**src/shared/dbw_pkg.sv**
```systemverilog
// Shared types, mode fields and timing counts for the DDR3 burst link
package dbw_pkg;
   typedef enum logic [2:0] {CMD_NOP, CMD_ACT, CMD_RD, CMD_WR, CMD_PRE, CMD_MRS} cmd_t;
   typedef logic [5:0] cyc_t;

   localparam int BANK_N = 8;
   localparam int COL_W = 10;
   localparam int MEM_DEPTH = 256;
   localparam int SLOT_N = 32;
   localparam int A_BL_OTF = 12;
   localparam int A_TDQS = 11;
   localparam int A_ALL = 10;
   localparam int MR0_BL_LSB = 0;
   localparam int MR0_CL_LSB = 4;
   localparam int MR1_AL_LSB = 3;
   localparam int MR2_CWL_LSB = 3;
   localparam logic [1:0] BL_FIX8 = 2'h0;
   localparam logic [1:0] BL_OTF = 2'h1;
   localparam logic [1:0] BL_FIX4 = 2'h2;
   localparam logic [1:0] AL_CL1 = 2'h1;
   localparam logic [1:0] AL_CL2 = 2'h2;
   localparam logic [13:0] MR0_RST = 14'h0020;
   localparam logic [13:0] MR1_RST = 14'h0000;
   localparam logic [13:0] MR2_RST = 14'h0000;
   localparam cyc_t CL_BASE = 6'h04;
   localparam cyc_t CWL_BASE = 6'h05;
   localparam cyc_t BL8_CK = 6'h04;
   localparam cyc_t BC4_CK = 6'h02;
   localparam cyc_t CCD_CK = 6'h04;
   localparam cyc_t TURN_CK = 6'h02;
   localparam cyc_t RTP_NCK = 6'h04;
   localparam cyc_t WTR_NCK = 6'h04;
   localparam cyc_t ONE_NCK = 6'h01;
   localparam logic [2:0] RST_HOLD_CK = 3'h4;

   localparam int CK_DIV = 2;
   localparam real CLK_NS = 5.0;
   localparam real CK_NS = CLK_NS * CK_DIV;
   localparam real T_RTP_NS = 7.5;
   localparam real T_RP_NS = 15.0;
   localparam real T_RAS_NS = 37.5;
   localparam real T_RC_NS = 52.5;
   localparam real T_WR_NS = 15.0;
   localparam real T_WTR_NS = 7.5;

   // Least time in CK cycles, rounded up, never below minNck
   function automatic cyc_t ckMin(input real ns, input cyc_t minNck);
      int n;
      n = int'($ceil(ns / CK_NS));
      return (cyc_t'(n) > minNck) ? cyc_t'(n) : minNck;
   endfunction : ckMin

   localparam cyc_t RTP_CK = ckMin(T_RTP_NS, RTP_NCK);
   localparam cyc_t RP_CK = ckMin(T_RP_NS, ONE_NCK);
   localparam cyc_t RAS_CK = ckMin(T_RAS_NS, ONE_NCK);
   localparam cyc_t RC_CK = ckMin(T_RC_NS, ONE_NCK);
   localparam cyc_t WR_CK = ckMin(T_WR_NS, ONE_NCK);
   localparam cyc_t WTR_CK = ckMin(T_WTR_NS, WTR_NCK);

   function automatic logic isBurst8(input logic [13:0] mr0, input logic a12);
      case (mr0[MR0_BL_LSB +: 2])
         BL_FIX4: return 1'b0;
         BL_OTF:  return a12;
         default: return 1'b1;
      endcase
   endfunction : isBurst8

   function automatic cyc_t burstCk(input logic b8);
      return b8 ? BL8_CK : BC4_CK;
   endfunction : burstCk

   function automatic cyc_t casLat(input logic [13:0] mr0);
      return CL_BASE + {3'h0, mr0[MR0_CL_LSB +: 3]};
   endfunction : casLat

   function automatic cyc_t addLat(input logic [13:0] mr0, input logic [13:0] mr1);
      case (mr1[MR1_AL_LSB +: 2])
         AL_CL1:  return casLat(mr0) - 6'h01;
         AL_CL2:  return casLat(mr0) - 6'h02;
         default: return 6'h00;
      endcase
   endfunction : addLat

   function automatic cyc_t readLat(input logic [13:0] mr0, input logic [13:0] mr1);
      return addLat(mr0, mr1) + casLat(mr0);
   endfunction : readLat

   function automatic cyc_t writeLat(input logic [13:0] mr0, input logic [13:0] mr1, input logic [13:0] mr2);
      return addLat(mr0, mr1) + CWL_BASE + {3'h0, mr2[MR2_CWL_LSB +: 3]};
   endfunction : writeLat

   // Down counter that a new load can only lengthen
   function automatic cyc_t holdOff(input cyc_t cnt, input cyc_t load);
      cyc_t d;
      d = (cnt != 6'h00) ? cnt - 6'h01 : 6'h00;
      return (load > d) ? load : d;
   endfunction : holdOff
endpackage : dbw_pkg

```
**src/shared/dbw_if.sv**
```systemverilog
// Link between memory controller and memory device
`timescale 1ns/1ps
interface dbw_if;
   logic            ck;
   logic            rstN;
   dbw_pkg::cmd_t   cmd;
   logic [2:0]      ba;
   logic [13:0]     addr;
   logic [15:0]     dqW;
   logic [1:0]      dmW;
   logic            dqsW;
   logic [15:0]     dqR;
   logic            dqsR;

   modport ctrl (
      output ck, rstN, cmd, ba, addr, dqW, dmW, dqsW,
      input  dqR, dqsR
   );
   modport dev (
      input  ck, rstN, cmd, ba, addr, dqW, dmW, dqsW,
      output dqR, dqsR
   );
endinterface : dbw_if

```
**src/hdl/dbw_ctrl.sv**
```systemverilog
// Controller end: CK divider, command spacing and burst data movement
`timescale 1ns/1ps
module dbw_ctrl (
   input  wire logic          clock,     // System clock
   input  wire logic          nrst,      // Sync reset, low
   input  wire logic          clkEn,     // Clock enable
   dbw_if.ctrl                link,      // Memory link
   input  wire logic          reqValid,  // Command request
   output logic               reqReady,  // Command accepted
   input  wire dbw_pkg::cmd_t reqOp,     // Command code
   input  wire logic [2:0]    reqBank,   // Bank or mode register
   input  wire logic [13:0]   reqAddr,   // Row, column or mode value
   input  wire logic [63:0]   wrData,    // Write bytes, byte 0 first
   input  wire logic [7:0]    wrMask,    // Byte masks, high drops
   output logic [63:0]        rdData,    // Read bytes, byte 0 first
   output logic               rdValid    // Read done pulse
);
   logic                ckDiv;
   logic                tick;
   logic [2:0]          holdCnt;
   logic [13:0]         mr0;
   logic [13:0]         mr1;
   logic [13:0]         mr2;
   logic                allowed;
   logic                take;
   dbw_pkg::cyc_t       bc;
   dbw_pkg::cyc_t       rl;
   dbw_pkg::cyc_t       wl;
   dbw_pkg::cyc_t       al;
   logic [7:0]          preZero;
   logic [7:0]          actZero;
   dbw_pkg::cyc_t       ccdCnt;
   dbw_pkg::cyc_t       wtrCnt;
   dbw_pkg::cyc_t       rtwCnt;
   logic                wrBusy;
   dbw_pkg::cyc_t       wrPh;
   dbw_pkg::cyc_t       wrLat;
   dbw_pkg::cyc_t       wrBc;
   dbw_pkg::cyc_t       wrBeat;
   logic [63:0]         wrBuf;
   logic [7:0]          wrMsk;
   logic                rdBusy;
   logic                rdDone;
   dbw_pkg::cyc_t       rdPh;
   dbw_pkg::cyc_t       rdLat;
   dbw_pkg::cyc_t       rdBc;
   dbw_pkg::cyc_t       rdBeat;
   logic [63:0]         rdBuf;

   // CK is clock divided by two; the tick is the clock edge where CK falls
   always_ff @(posedge clock) begin
      if (!nrst) begin
         ckDiv <= 1'b0;
      end else if (clkEn) begin
         ckDiv <= ~ckDiv;
      end
   end
   assign link.ck = ckDiv;
   assign tick = clkEn & ckDiv;

   always_ff @(posedge clock) begin
      if (!nrst) begin
         holdCnt <= dbw_pkg::RST_HOLD_CK;
         link.rstN <= 1'b0;
      end else if (tick) begin
         if (holdCnt != 3'h0) begin
            holdCnt <= holdCnt - 3'h1;
         end
         link.rstN <= holdCnt == 3'h0;
      end
   end

   assign bc = dbw_pkg::burstCk(dbw_pkg::isBurst8(mr0, reqAddr[dbw_pkg::A_BL_OTF]));
   assign rl = dbw_pkg::readLat(mr0, mr1);
   assign wl = dbw_pkg::writeLat(mr0, mr1, mr2);
   assign al = dbw_pkg::addLat(mr0, mr1);

   always_comb begin
      case (reqOp)
         dbw_pkg::CMD_NOP: allowed = 1'b1;
         dbw_pkg::CMD_ACT: allowed = actZero[reqBank];
         dbw_pkg::CMD_PRE: allowed = reqAddr[dbw_pkg::A_ALL] ? (&preZero) : preZero[reqBank];
         dbw_pkg::CMD_RD:  allowed = ccdCnt == 6'h00 && wtrCnt == 6'h00 && !rdBusy;
         dbw_pkg::CMD_WR:  allowed = ccdCnt == 6'h00 && rtwCnt == 6'h00 && !wrBusy;
         dbw_pkg::CMD_MRS: allowed = !rdBusy && !wrBusy;
         default:          allowed = 1'b0;
      endcase
   end
   assign reqReady = tick & link.rstN & allowed;
   assign take = reqValid & reqReady;

   always_ff @(posedge clock) begin
      if (!nrst) begin
         link.cmd <= dbw_pkg::CMD_NOP;
         link.ba <= 3'h0;
         link.addr <= 14'h0000;
      end else if (tick) begin
         link.cmd <= take ? reqOp : dbw_pkg::CMD_NOP;
         if (take) begin
            link.ba <= reqBank;
            link.addr <= reqAddr;
         end
      end
   end

   always_ff @(posedge clock) begin
      if (!nrst) begin
         mr0 <= dbw_pkg::MR0_RST;
         mr1 <= dbw_pkg::MR1_RST;
         mr2 <= dbw_pkg::MR2_RST;
      end else if (take && reqOp == dbw_pkg::CMD_MRS) begin
         case (reqBank[1:0])
            2'h0:    mr0 <= reqAddr;
            2'h1:    mr1 <= reqAddr;
            2'h2:    mr2 <= reqAddr;
            default: ;
         endcase
      end
   end

   for (genvar b = 0; b < dbw_pkg::BANK_N; b++) begin : g_bank
      logic          hit;
      logic          allPre;
      dbw_pkg::cyc_t preCnt;
      dbw_pkg::cyc_t actCnt;
      dbw_pkg::cyc_t preLd;
      dbw_pkg::cyc_t actLd;
      assign hit = take && reqBank == 3'(b);
      assign allPre = take && reqOp == dbw_pkg::CMD_PRE && reqAddr[dbw_pkg::A_ALL];
      always_comb begin
         preLd = 6'h00;
         actLd = 6'h00;
         if (hit && reqOp == dbw_pkg::CMD_ACT) begin
            preLd = dbw_pkg::RAS_CK - 6'h01;
            actLd = dbw_pkg::RC_CK - 6'h01;
         end else if (hit && reqOp == dbw_pkg::CMD_RD) begin
            preLd = al + dbw_pkg::RTP_CK - 6'h01;
         end else if (hit && reqOp == dbw_pkg::CMD_WR) begin
            preLd = wl + bc + dbw_pkg::WR_CK - 6'h01;
         end else if ((hit || allPre) && reqOp == dbw_pkg::CMD_PRE) begin
            actLd = dbw_pkg::RP_CK - 6'h01;
         end
      end
      always_ff @(posedge clock) begin
         if (!nrst) begin
            preCnt <= 6'h00;
            actCnt <= 6'h00;
         end else if (tick) begin
            preCnt <= dbw_pkg::holdOff(preCnt, preLd);
            actCnt <= dbw_pkg::holdOff(actCnt, actLd);
         end
      end
      assign preZero[b] = preCnt == 6'h00;
      assign actZero[b] = actCnt == 6'h00;
   end

   always_ff @(posedge clock) begin
      if (!nrst) begin
         ccdCnt <= 6'h00;
         wtrCnt <= 6'h00;
         rtwCnt <= 6'h00;
      end else if (tick) begin
         ccdCnt <= dbw_pkg::holdOff(ccdCnt,
            (take && (reqOp == dbw_pkg::CMD_RD || reqOp == dbw_pkg::CMD_WR)) ? dbw_pkg::CCD_CK - 6'h01 : 6'h00);
         wtrCnt <= dbw_pkg::holdOff(wtrCnt,
            (take && reqOp == dbw_pkg::CMD_WR) ? wl + bc + dbw_pkg::WTR_CK - 6'h01 : 6'h00);
         rtwCnt <= dbw_pkg::holdOff(rtwCnt,
            (take && reqOp == dbw_pkg::CMD_RD && rl + bc + dbw_pkg::TURN_CK > wl) ?
            rl + bc + dbw_pkg::TURN_CK - wl - 6'h01 : 6'h00);
      end
   end

   // Beat pair i goes out on the tick before CK edge WL+i
   assign wrBeat = wrPh - wrLat;
   always_ff @(posedge clock) begin
      if (!nrst) begin
         wrBusy <= 1'b0;
         wrPh <= 6'h00;
         wrLat <= 6'h00;
         wrBc <= 6'h00;
         wrBuf <= 64'h0000_0000_0000_0000;
         wrMsk <= 8'h00;
         link.dqsW <= 1'b0;
         link.dqW <= 16'h0000;
         link.dmW <= 2'h0;
      end else if (tick) begin
         if (take && reqOp == dbw_pkg::CMD_WR) begin
            wrBusy <= 1'b1;
            wrPh <= 6'h01;
            wrLat <= wl;
            wrBc <= bc;
            wrBuf <= wrData;
            wrMsk <= wrMask;
         end else if (wrBusy) begin
            wrPh <= wrPh + 6'h01;
         end
         if (wrBusy && wrPh >= wrLat) begin
            link.dqsW <= 1'b1;
            link.dqW <= wrBuf[{wrBeat[1:0], 4'h0} +: 16];
            link.dmW <= wrMsk[{wrBeat[1:0], 1'b0} +: 2];
            if (wrBeat == wrBc - 6'h01) begin
               wrBusy <= 1'b0;
            end
         end else begin
            link.dqsW <= 1'b0;
         end
      end
   end

   // Beat pair i is sampled on the tick after CK edge RL+i
   assign rdBeat = rdPh - rdLat;
   always_ff @(posedge clock) begin
      if (!nrst) begin
         rdBusy <= 1'b0;
         rdDone <= 1'b0;
         rdPh <= 6'h00;
         rdLat <= 6'h00;
         rdBc <= 6'h00;
         rdBuf <= 64'h0000_0000_0000_0000;
         rdData <= 64'h0000_0000_0000_0000;
         rdValid <= 1'b0;
      end else if (clkEn) begin
         rdValid <= rdDone;
         rdDone <= 1'b0;
         if (rdDone) begin
            rdData <= rdBuf;
         end
         if (tick && take && reqOp == dbw_pkg::CMD_RD) begin
            rdBusy <= 1'b1;
            rdPh <= 6'h01;
            rdLat <= rl + 6'h01;
            rdBc <= bc;
            rdBuf <= 64'h0000_0000_0000_0000;
         end else if (tick && rdBusy) begin
            rdPh <= rdPh + 6'h01;
            if (rdPh >= rdLat) begin
               rdBuf[{rdBeat[1:0], 4'h0} +: 16] <= link.dqR;
               if (rdBeat == rdBc - 6'h01) begin
                  rdBusy <= 1'b0;
                  rdDone <= 1'b1;
               end
            end
         end
      end
   end
endmodule : dbw_ctrl

```
**src/flat_wrapper.sv**
```systemverilog
// flat-port wrapper written by rule: the top's interface ports become plain ports
module dbw_ctrl_flat 
  (clock, nrst, clkEn, reqValid, reqReady, reqOp, reqBank, reqAddr, wrData, wrMask, rdData, rdValid, link_ck, link_rstN, link_cmd, link_ba, link_addr, link_dqW, link_dmW, link_dqsW, link_dqR, link_dqsR);
  dbw_if link_i ();
  input  wire logic clock;
  input  wire logic nrst;
  input  wire logic clkEn;
  input  wire logic reqValid;
  output logic reqReady;
  input  wire dbw_pkg::cmd_t reqOp;
  input  wire logic [2:0] reqBank;
  input  wire logic [13:0] reqAddr;
  input  wire logic [63:0] wrData;
  input  wire logic [7:0] wrMask;
  output logic [63:0] rdData;
  output logic rdValid;
  output wire logic [$bits(link_i.ck)-1:0] link_ck;
  output wire logic [$bits(link_i.rstN)-1:0] link_rstN;
  output wire logic [$bits(link_i.cmd)-1:0] link_cmd;
  output wire logic [$bits(link_i.ba)-1:0] link_ba;
  output wire logic [$bits(link_i.addr)-1:0] link_addr;
  output wire logic [$bits(link_i.dqW)-1:0] link_dqW;
  output wire logic [$bits(link_i.dmW)-1:0] link_dmW;
  output wire logic [$bits(link_i.dqsW)-1:0] link_dqsW;
  input wire logic [$bits(link_i.dqR)-1:0] link_dqR;
  input wire logic [$bits(link_i.dqsR)-1:0] link_dqsR;
  assign link_ck = link_i.ck;
  assign link_rstN = link_i.rstN;
  assign link_cmd = link_i.cmd;
  assign link_ba = link_i.ba;
  assign link_addr = link_i.addr;
  assign link_dqW = link_i.dqW;
  assign link_dmW = link_i.dmW;
  assign link_dqsW = link_i.dqsW;
  assign link_i.dqR = link_dqR;
  assign link_i.dqsR = link_dqsR;
  dbw_ctrl u_core (.clock(clock), .nrst(nrst), .clkEn(clkEn), .link(link_i), .reqValid(reqValid), .reqReady(reqReady), .reqOp(reqOp), .reqBank(reqBank), .reqAddr(reqAddr), .wrData(wrData), .wrMask(wrMask), .rdData(rdData), .rdValid(rdValid));
endmodule
```
**config.mk**
```make
export PLATFORM = sky130hd
export DESIGN_NAME = dbw_ctrl_flat
export DESIGN_NICKNAME = d
export VERILOG_FILES = /design/src/shared/dbw_pkg.sv /design/src/shared/dbw_if.sv /design/src/hdl/dbw_ctrl.sv /design/src/flat_wrapper.sv
export SDC_FILE = /design/constraint.sdc
export NUM_CORES = 1
export LEC_CHECK = 0
export BUFFER_PORTS_ARGS = -buffer_cell sky130_fd_sc_hd__buf_2
export CORE_MARGIN = 2
export CORE_UTILIZATION = 54
export DETAILED_ROUTE_END_ITERATION = 10
export HOLD_SLACK_MARGIN = 0.06
export PLACE_DENSITY_LB_ADDON = 0.12
export SLEW_MARGIN = 20
export SYNTH_ARGS = -nofsm -noshare
export SYNTH_HDL_FRONTEND = slang
export SYNTH_SLANG_ARGS = --single-unit
```
**constraint.sdc**
```tcl
create_clock -name clock -period 5.1 [get_ports clock]
set_clock_uncertainty 0.05 [all_clocks]
set_input_delay 0.765 -clock clock [delete_from_list [all_inputs] [get_ports clock]]
set_output_delay 0.765 -clock clock [all_outputs]
set_load 0.1 [all_outputs]
```
==> impl_metrics.ini, run 1 <==
[final_layout]
regArea_um2 = 8010
stdcell_area_um2 = 25900
area_growth_syn_to_layout_pct = 18.2
final_cells = 3608
nFillCells = 3499
nets = 3314
drive_above_1_share = 0.186
multi_input_area_um2 = 13300

[clock_network]
numCtsBuffers = 44
cts.clk_slew.worst_paths_ns = 0.06
cts_buffer_depth = 3
htree_levels = 2
clock_sinks = 400
postCtsHoldBufs = 0
cts_tree = yes
clock_latency_ns = 0.60
root_buffer = clkbuf_16

[sta]
worst_pin_slew_ns = 1.03
slew_headroom = 0.311
holdWs_ns = 0.355
fin_crit_sh = 0.974
tns_ns = 0
finalHoldViolations = 0
clock.fmax_mhz = 201
setup_viol = 0
min_period_ns = 4.97
drv_slew = 0
rsz0062_at_grt = true

[worst_setup_path]
arrival_ns = 5.43
required_ns = 5.56
cp-end-kind = flip-flop
cp_max_fo = 4
crit_path_start_kind = flip-flop
reg2reg_slack_ns = 0.13
rr_worst_depth = 24
worstSetupPathType = flip-flop to flip-flop

[min_path]
hp-class = input pin to flip-flop
whs_path_depth = 3

[grt]
grt_pass1_vias = 19749
gr-usage-all-layers = 0.287
antenna_found_initial = 1
gr-total-overflow = 0
grt_pass1_wl_um = 98900
grt_max_degree = 122

[yosys]
synth_area_um2 = 21900
synth_top_area_cell = dfxtp_1
ys_seq_elements = 400
ys.flop_type = dfxtp_1
synthTopCellsByArea = dfxtp_1 (37%), nand2_1 (8.6%), ha_1 (8.5%)
synthMostInstantiatedCell = nand2_1
yosys_warnings = 0
ys_seq_area_frac = 0.365
synth.distinct_cells = 78
synthTopCellsByCount = nand2_1 (500), dfxtp_1 (400), a21oi_1 (353), nor2_1 (235), ha_1 (149)
synthCells = 2813
synth.net_count = 3081
syn-mean-instance-area_um2 = 7.80
synth_top_area_share = 0.365
synth_edf_count = 0
synth-async-reset-ratio = 0

[floorplan]
die_y_um = 206
die-area_um2 = 42300
core_um2 = 39900
ios = 220
start_util = 0.550
row_count = 73
die_w_um = 206

[routing]
drc = 0
wirelength_um = 61700
ant_nets = 0
drtIter0Drc = 1292
num_vias = 20786
via_per_inst = 5.76
drt_pass1_iterations = 7
wl_per_cell_um = 17.1

[placed_design]
portBuffers = 218
post_dp_cell_area_um2 = 24000
dpl.cell_count = 3512
gp_congestion = 0.917
place_hpwl_um = 42700

[run_status]
status = finished, final reports clean

[power_and_ir_drop]
power_density_nw_per_um2 = 291
vdd_ir_drop_max_mv = 0.286
power_mw = 7.56
power.leakage_nw = 10.1

[flow_run]
drv_cap = 0
power breakdown:
part / internal [mW] / total (mW) / switching [mW]
registers: 3.16 / 3.20 / 0.0380
logic: 0.488 / 1.18 / 0.687
clock network: 1.79 / 3.19 / 1.40
total: 5.44 / 7.56 / 2.12
kinds of logic (layout without fill, tap and decap cells):
logic type               count (synthesis)  in the layout  synth area share
adder cells (fa/ha/maj)                155            155            0.0905
multiplexers                            67             67            0.0414
XOR/XNOR                                66             66            0.0263
AND/OR/NAND/NOR                       1209           1209             0.253
flip-flops                             400            400             0.365
buffers and inverters                  265            534            0.0481
AO/OA/AOI/OAI                          651            651             0.175
other                                    0              1                 0
metrics by stage:
stage           util  setup WS, ns
4_1_cts        0.638       0.00467
3_3_place_gp   0.600       -0.0761
5_1_grt        0.650       -0.0926
2_1_floorplan      -       0.00232
3_5_place_dp   0.601        -0.162
6_report       0.650         0.131
cells in the final DEF (no fill, tap or decap), types with 10 or more instances in the layout:
cell type,instances
clkbuf_16,44
o22ai_1,14
or3_1,29
buf_2,218
clkinv_2,15
nand3_1,98
a211oi_1,11
buf_4,114
o21a_1,21
nor4_1,13
inv_1,106
mux4_2,19
a31oi_1,18
dfxtp_1,396
nor3_1,117
nor2_1,227
xor2_1,38
o21ai_0,92
xnor2_1,23
ha_1,135
mux2i_1,48
o211ai_1,10
a21oi_1,337
nor2b_1,45
nand2_1,494
nand2b_1,39
nand4_1,18
and2_1,18
a21o_1,15
a22oi_1,21
or2_2,23
a21oi_2,23
timing repair:
item                                    CTS  global route
buffers inserted                          0            13
resized for setup                        12            85
endpoints found under the setup margin   35            61
pin swaps                                 5            37
area by class of cell:
class,count,area share
clock buffer,56,0.0461
tap,525,0.0253
sequential,400,0.309
inverter,114,0.0169
timing repair buffer,338,0.0785
antenna,1,0.0000965
multi-input combinational,2148,0.515
clock inverter,26,0.00960
sequential cells by signal, summed over array words and instances (netlist names), 8 cells and up:
signal                count
u_core.g_bank.preCnt     48
u_core.rdBuf             64
u_core.g_bank.actCnt     48
u_core.link.dqW          16
u_core.wrMsk              8
u_core.rdData            64
u_core.wrBuf             64
u_core.link.addr         14
metal layers:
metal / track usage / vias up / part of all wire
met5: 0 / - / 0
met4: 0.0789 / 0 / 0.020
met3: 0.0439 / 99 / 0.062
met2: 0.488 / 599 / 0.47
met1: 0.378 / 9842 / 0.44
li1: - / 10246 / -
path summary, 6_finish.rpt:
check                                                                to                          start
worst max register to register  u_core.g_bank[6].preCnt[1]$_SDFFE_PN0P_     u_core.mr0[5]$_SDFFE_PN1P_
worst min-delay path                       u_core.wrMsk[6]$_SDFFE_PN0P_                      wrMask[6]
worst max-delay path            u_core.g_bank[6].preCnt[1]$_SDFFE_PN0P_     u_core.mr0[5]$_SDFFE_PN1P_
worst min register to register           u_core.rdData[17]$_SDFFE_PN0P_  u_core.rdBuf[17]$_SDFFE_PN0P_
worst max-delay path, stage by stage (launching register included):
cell	delay, ns
dfxtp_2	0.35
inv_4	0.06
ha_4	0.21
o2bb2ai_2	0.12
nor2b_4	0.24
ha_4	0.24
ha_4	0.16
inv_2	0.05
fa_1	0.43
inv_2	0.08
fa_2	0.43
nand3b_1	0.21
nand2_1	0.10
a2bb2oi_2	0.14
o32ai_2	0.10
xnor2_2	0.17
or3_4	0.46
nor2_4	0.11
ha_4	0.21
o22ai_2	0.22
a21oi_4	0.07
buf_4	0.14
or2_2	0.26
o311a_1	0.13
a211oi_2	0.13
Note: power is estimated with default switching activity, not from simulation.
==> inputs of run 2 (changes only) <==
Settings changed: GPL_ROUTABILITY_DRIVEN set to 0, PLACE_DENSITY set to 0.75, PLACE_DENSITY_LB_ADDON 0.12 to unset.
==> run 2 against run 1 <==
Cell count decreased by 0.25%. Worst setup slack got worse by 0.095 ns. Register-to-register slack got worse by 0.095 ns. Global-route usage decreased by 0.34 points. Sequential power about the same. Fmax decreased by 1.9%. Routed wire length increased by 0.90%.
==> impl_metrics.ini, run 2 (synthesis results as in run 1) <==
[power_and_ir_drop]
power.leakage_nw = 10.1
power_density_nw_per_um2 = 296
vdd_ir_drop_max_mv = 0.253

[floorplan]
start_util = 0.550
ios = 220
core_um2 = 39900
die_w_um = 206
die_y_um = 206
row_count = 73
die-area_um2 = 42300

[worst_setup_path]
arrival_ns = 5.51
worstSetupPathType = flip-flop to flip-flop
crit_start = u_core.mr0[5]$_SDFFE_PN1P_
r2r-start = u_core.mr0[5]$_SDFFE_PN1P_
cpMaxStageDelayCell = fa_1
cp-end-kind = flip-flop
cp_common_cell = ha_4
crit_path_start_kind = flip-flop
cp_max_fo = 4
max_stage_delay_ns = 0.44
required_ns = 5.55

[grt]
grt_max_degree = 137
gr-total-overflow = 0
gr-usage-all-layers = 0.283
antenna_found_initial = 1
grt_pass1_wl_um = 98600
grt_pass1_vias = 20015

[routing]
wl_per_cell_um = 17.3
drtIter0Drc = 1805
via_per_inst = 5.87
drc = 0
ant_nets = 0
drt_pass1_iterations = 6
num_vias = 21132
wirelength_um = 62200

[final_layout]
top_regs = u_core.rdBuf: 64 flops, u_core.rdData: 64 flops, u_core.wrBuf: 64 flops
nFillCells = 3375
area_growth_syn_to_layout_pct = 18.6
antenna_cells = 0
layout_common_cells = nand2_1 (494), dfxtp_1 (396), a21oi_1 (338), nor2_1 (226), buf_2 (218)
drive_above_1_share = 0.185
final_common_cell = nand2_1
nets = 3307
final_util = 0.652

[min_path]
hp-start = reqAddr[0]
hp-class = input pin to flip-flop

[flow_run]
drv_cap = 0

[clock_network]
htree_levels = 2
clock_sinks = 400
clock_latency_ns = 0.60
cts_buffer_depth = 3
root_buffer = clkbuf_16
cts.clk_slew.worst_paths_ns = 0.06
numCtsBuffers = 44
cts_tree = yes

[sta]
worst_pin_slew_ns = 1.01
tns_ns = 0
setup_viol = 0
slew_headroom = 0.327
clock.fmax_mhz = 197
fin_crit_sh = 0.993
drv_slew = 0
rsz0062_at_grt = true
min_period_ns = 5.06
finalHoldViolations = 0

[placed_design]
portBuffers = 218
place_hpwl_um = 42300

[run_status]
status = finished, final reports clean
==> run 2: timing repair <==
item,in CTS,in global routing
gates cloned,0,1
hold buffers,0,0
gates resized for setup,14,87
buffers inserted,2,11
setup endpoints to repair,37,78
pin swaps,4,31
==> run 2: through the flow <==
step | hold WS [ns] | total power, mW | instance area [µm²] | cells | setup slack, ns
global route | 0.352 | 7.98 | 26000 | 3599 | -0.218
global placement | 0.380 | 4.30 | 23900 | 3504 | -0.00498
CTS | 0.327 | 7.68 | 25500 | 3587 | 0.000532
floorplan | 0.380 | 3.99 | 22000 | 2813 | 0.00232
finish | 0.351 | 7.70 | 26000 | 3599 | 0.0353
detailed placement | 0.389 | 4.35 | 23900 | 3504 | -0.168
==> run 2: area by class of cell <==
cell class              count  area, µm²  area share
flip-flops and latches    400       8020       0.308
clock buffers              68       1360      0.0523
well taps                 525        657      0.0253
repair buffers            331       2010      0.0771
inverters                 114        438      0.0168
multi-input cells        2148      13400       0.513
clock inverters            13        176     0.00678
==> run 2: layer usage <==
metal / GRT usage / routed length, µm / vias to the layer above
met4: 0.105 / 2200 / 2
li1: - / - / 10243
met2: 0.476 / 29400 / 825
met5: 0 / 9 / -
met1: 0.366 / 25900 / 9889
met3: 0.0475 / 4650 / 173
==> run 2: report_power, final <==
| group | leakage [nW] | switching, mW | internal (mW) |
|---|---|---|---|
| clock network | 0.762 | 1.37 | 1.95 |
| logic | 6.12 | 0.695 | 0.478 |
| registers | 3.23 | 0.0384 | 3.16 |
| total | 10.1 | 2.11 | 5.59 |
==> run 2: path summary, 6_finish.rpt <==
path                                             endpoint  slack (ns)  cells past startpoint
setup / recovery  u_core.g_bank[6].preCnt[0]$_SDFFE_PN0P_        0.04                     25
hold / removal                 u_core.mr0[0]$_SDFFE_PN0P_        0.35                      3
setup reg to reg  u_core.g_bank[6].preCnt[0]$_SDFFE_PN0P_        0.04                     25
hold reg to reg           u_core.link.cmd[1]$_SDFFE_PN0P_        0.40                      2
==> run 2: critical path, delay by kind of cell, from the launching register on <==
kind | cells | cell delay (ns)
flip-flops | 1 | 0.35
AND/OR/NAND/NOR | 6 | 1.31
AO/OA/AOI/OAI | 7 | 0.86
XOR/XNOR | 1 | 0.17
adder cells (fa/ha/maj) | 6 | 1.76
buffers and inverters | 5 | 0.45
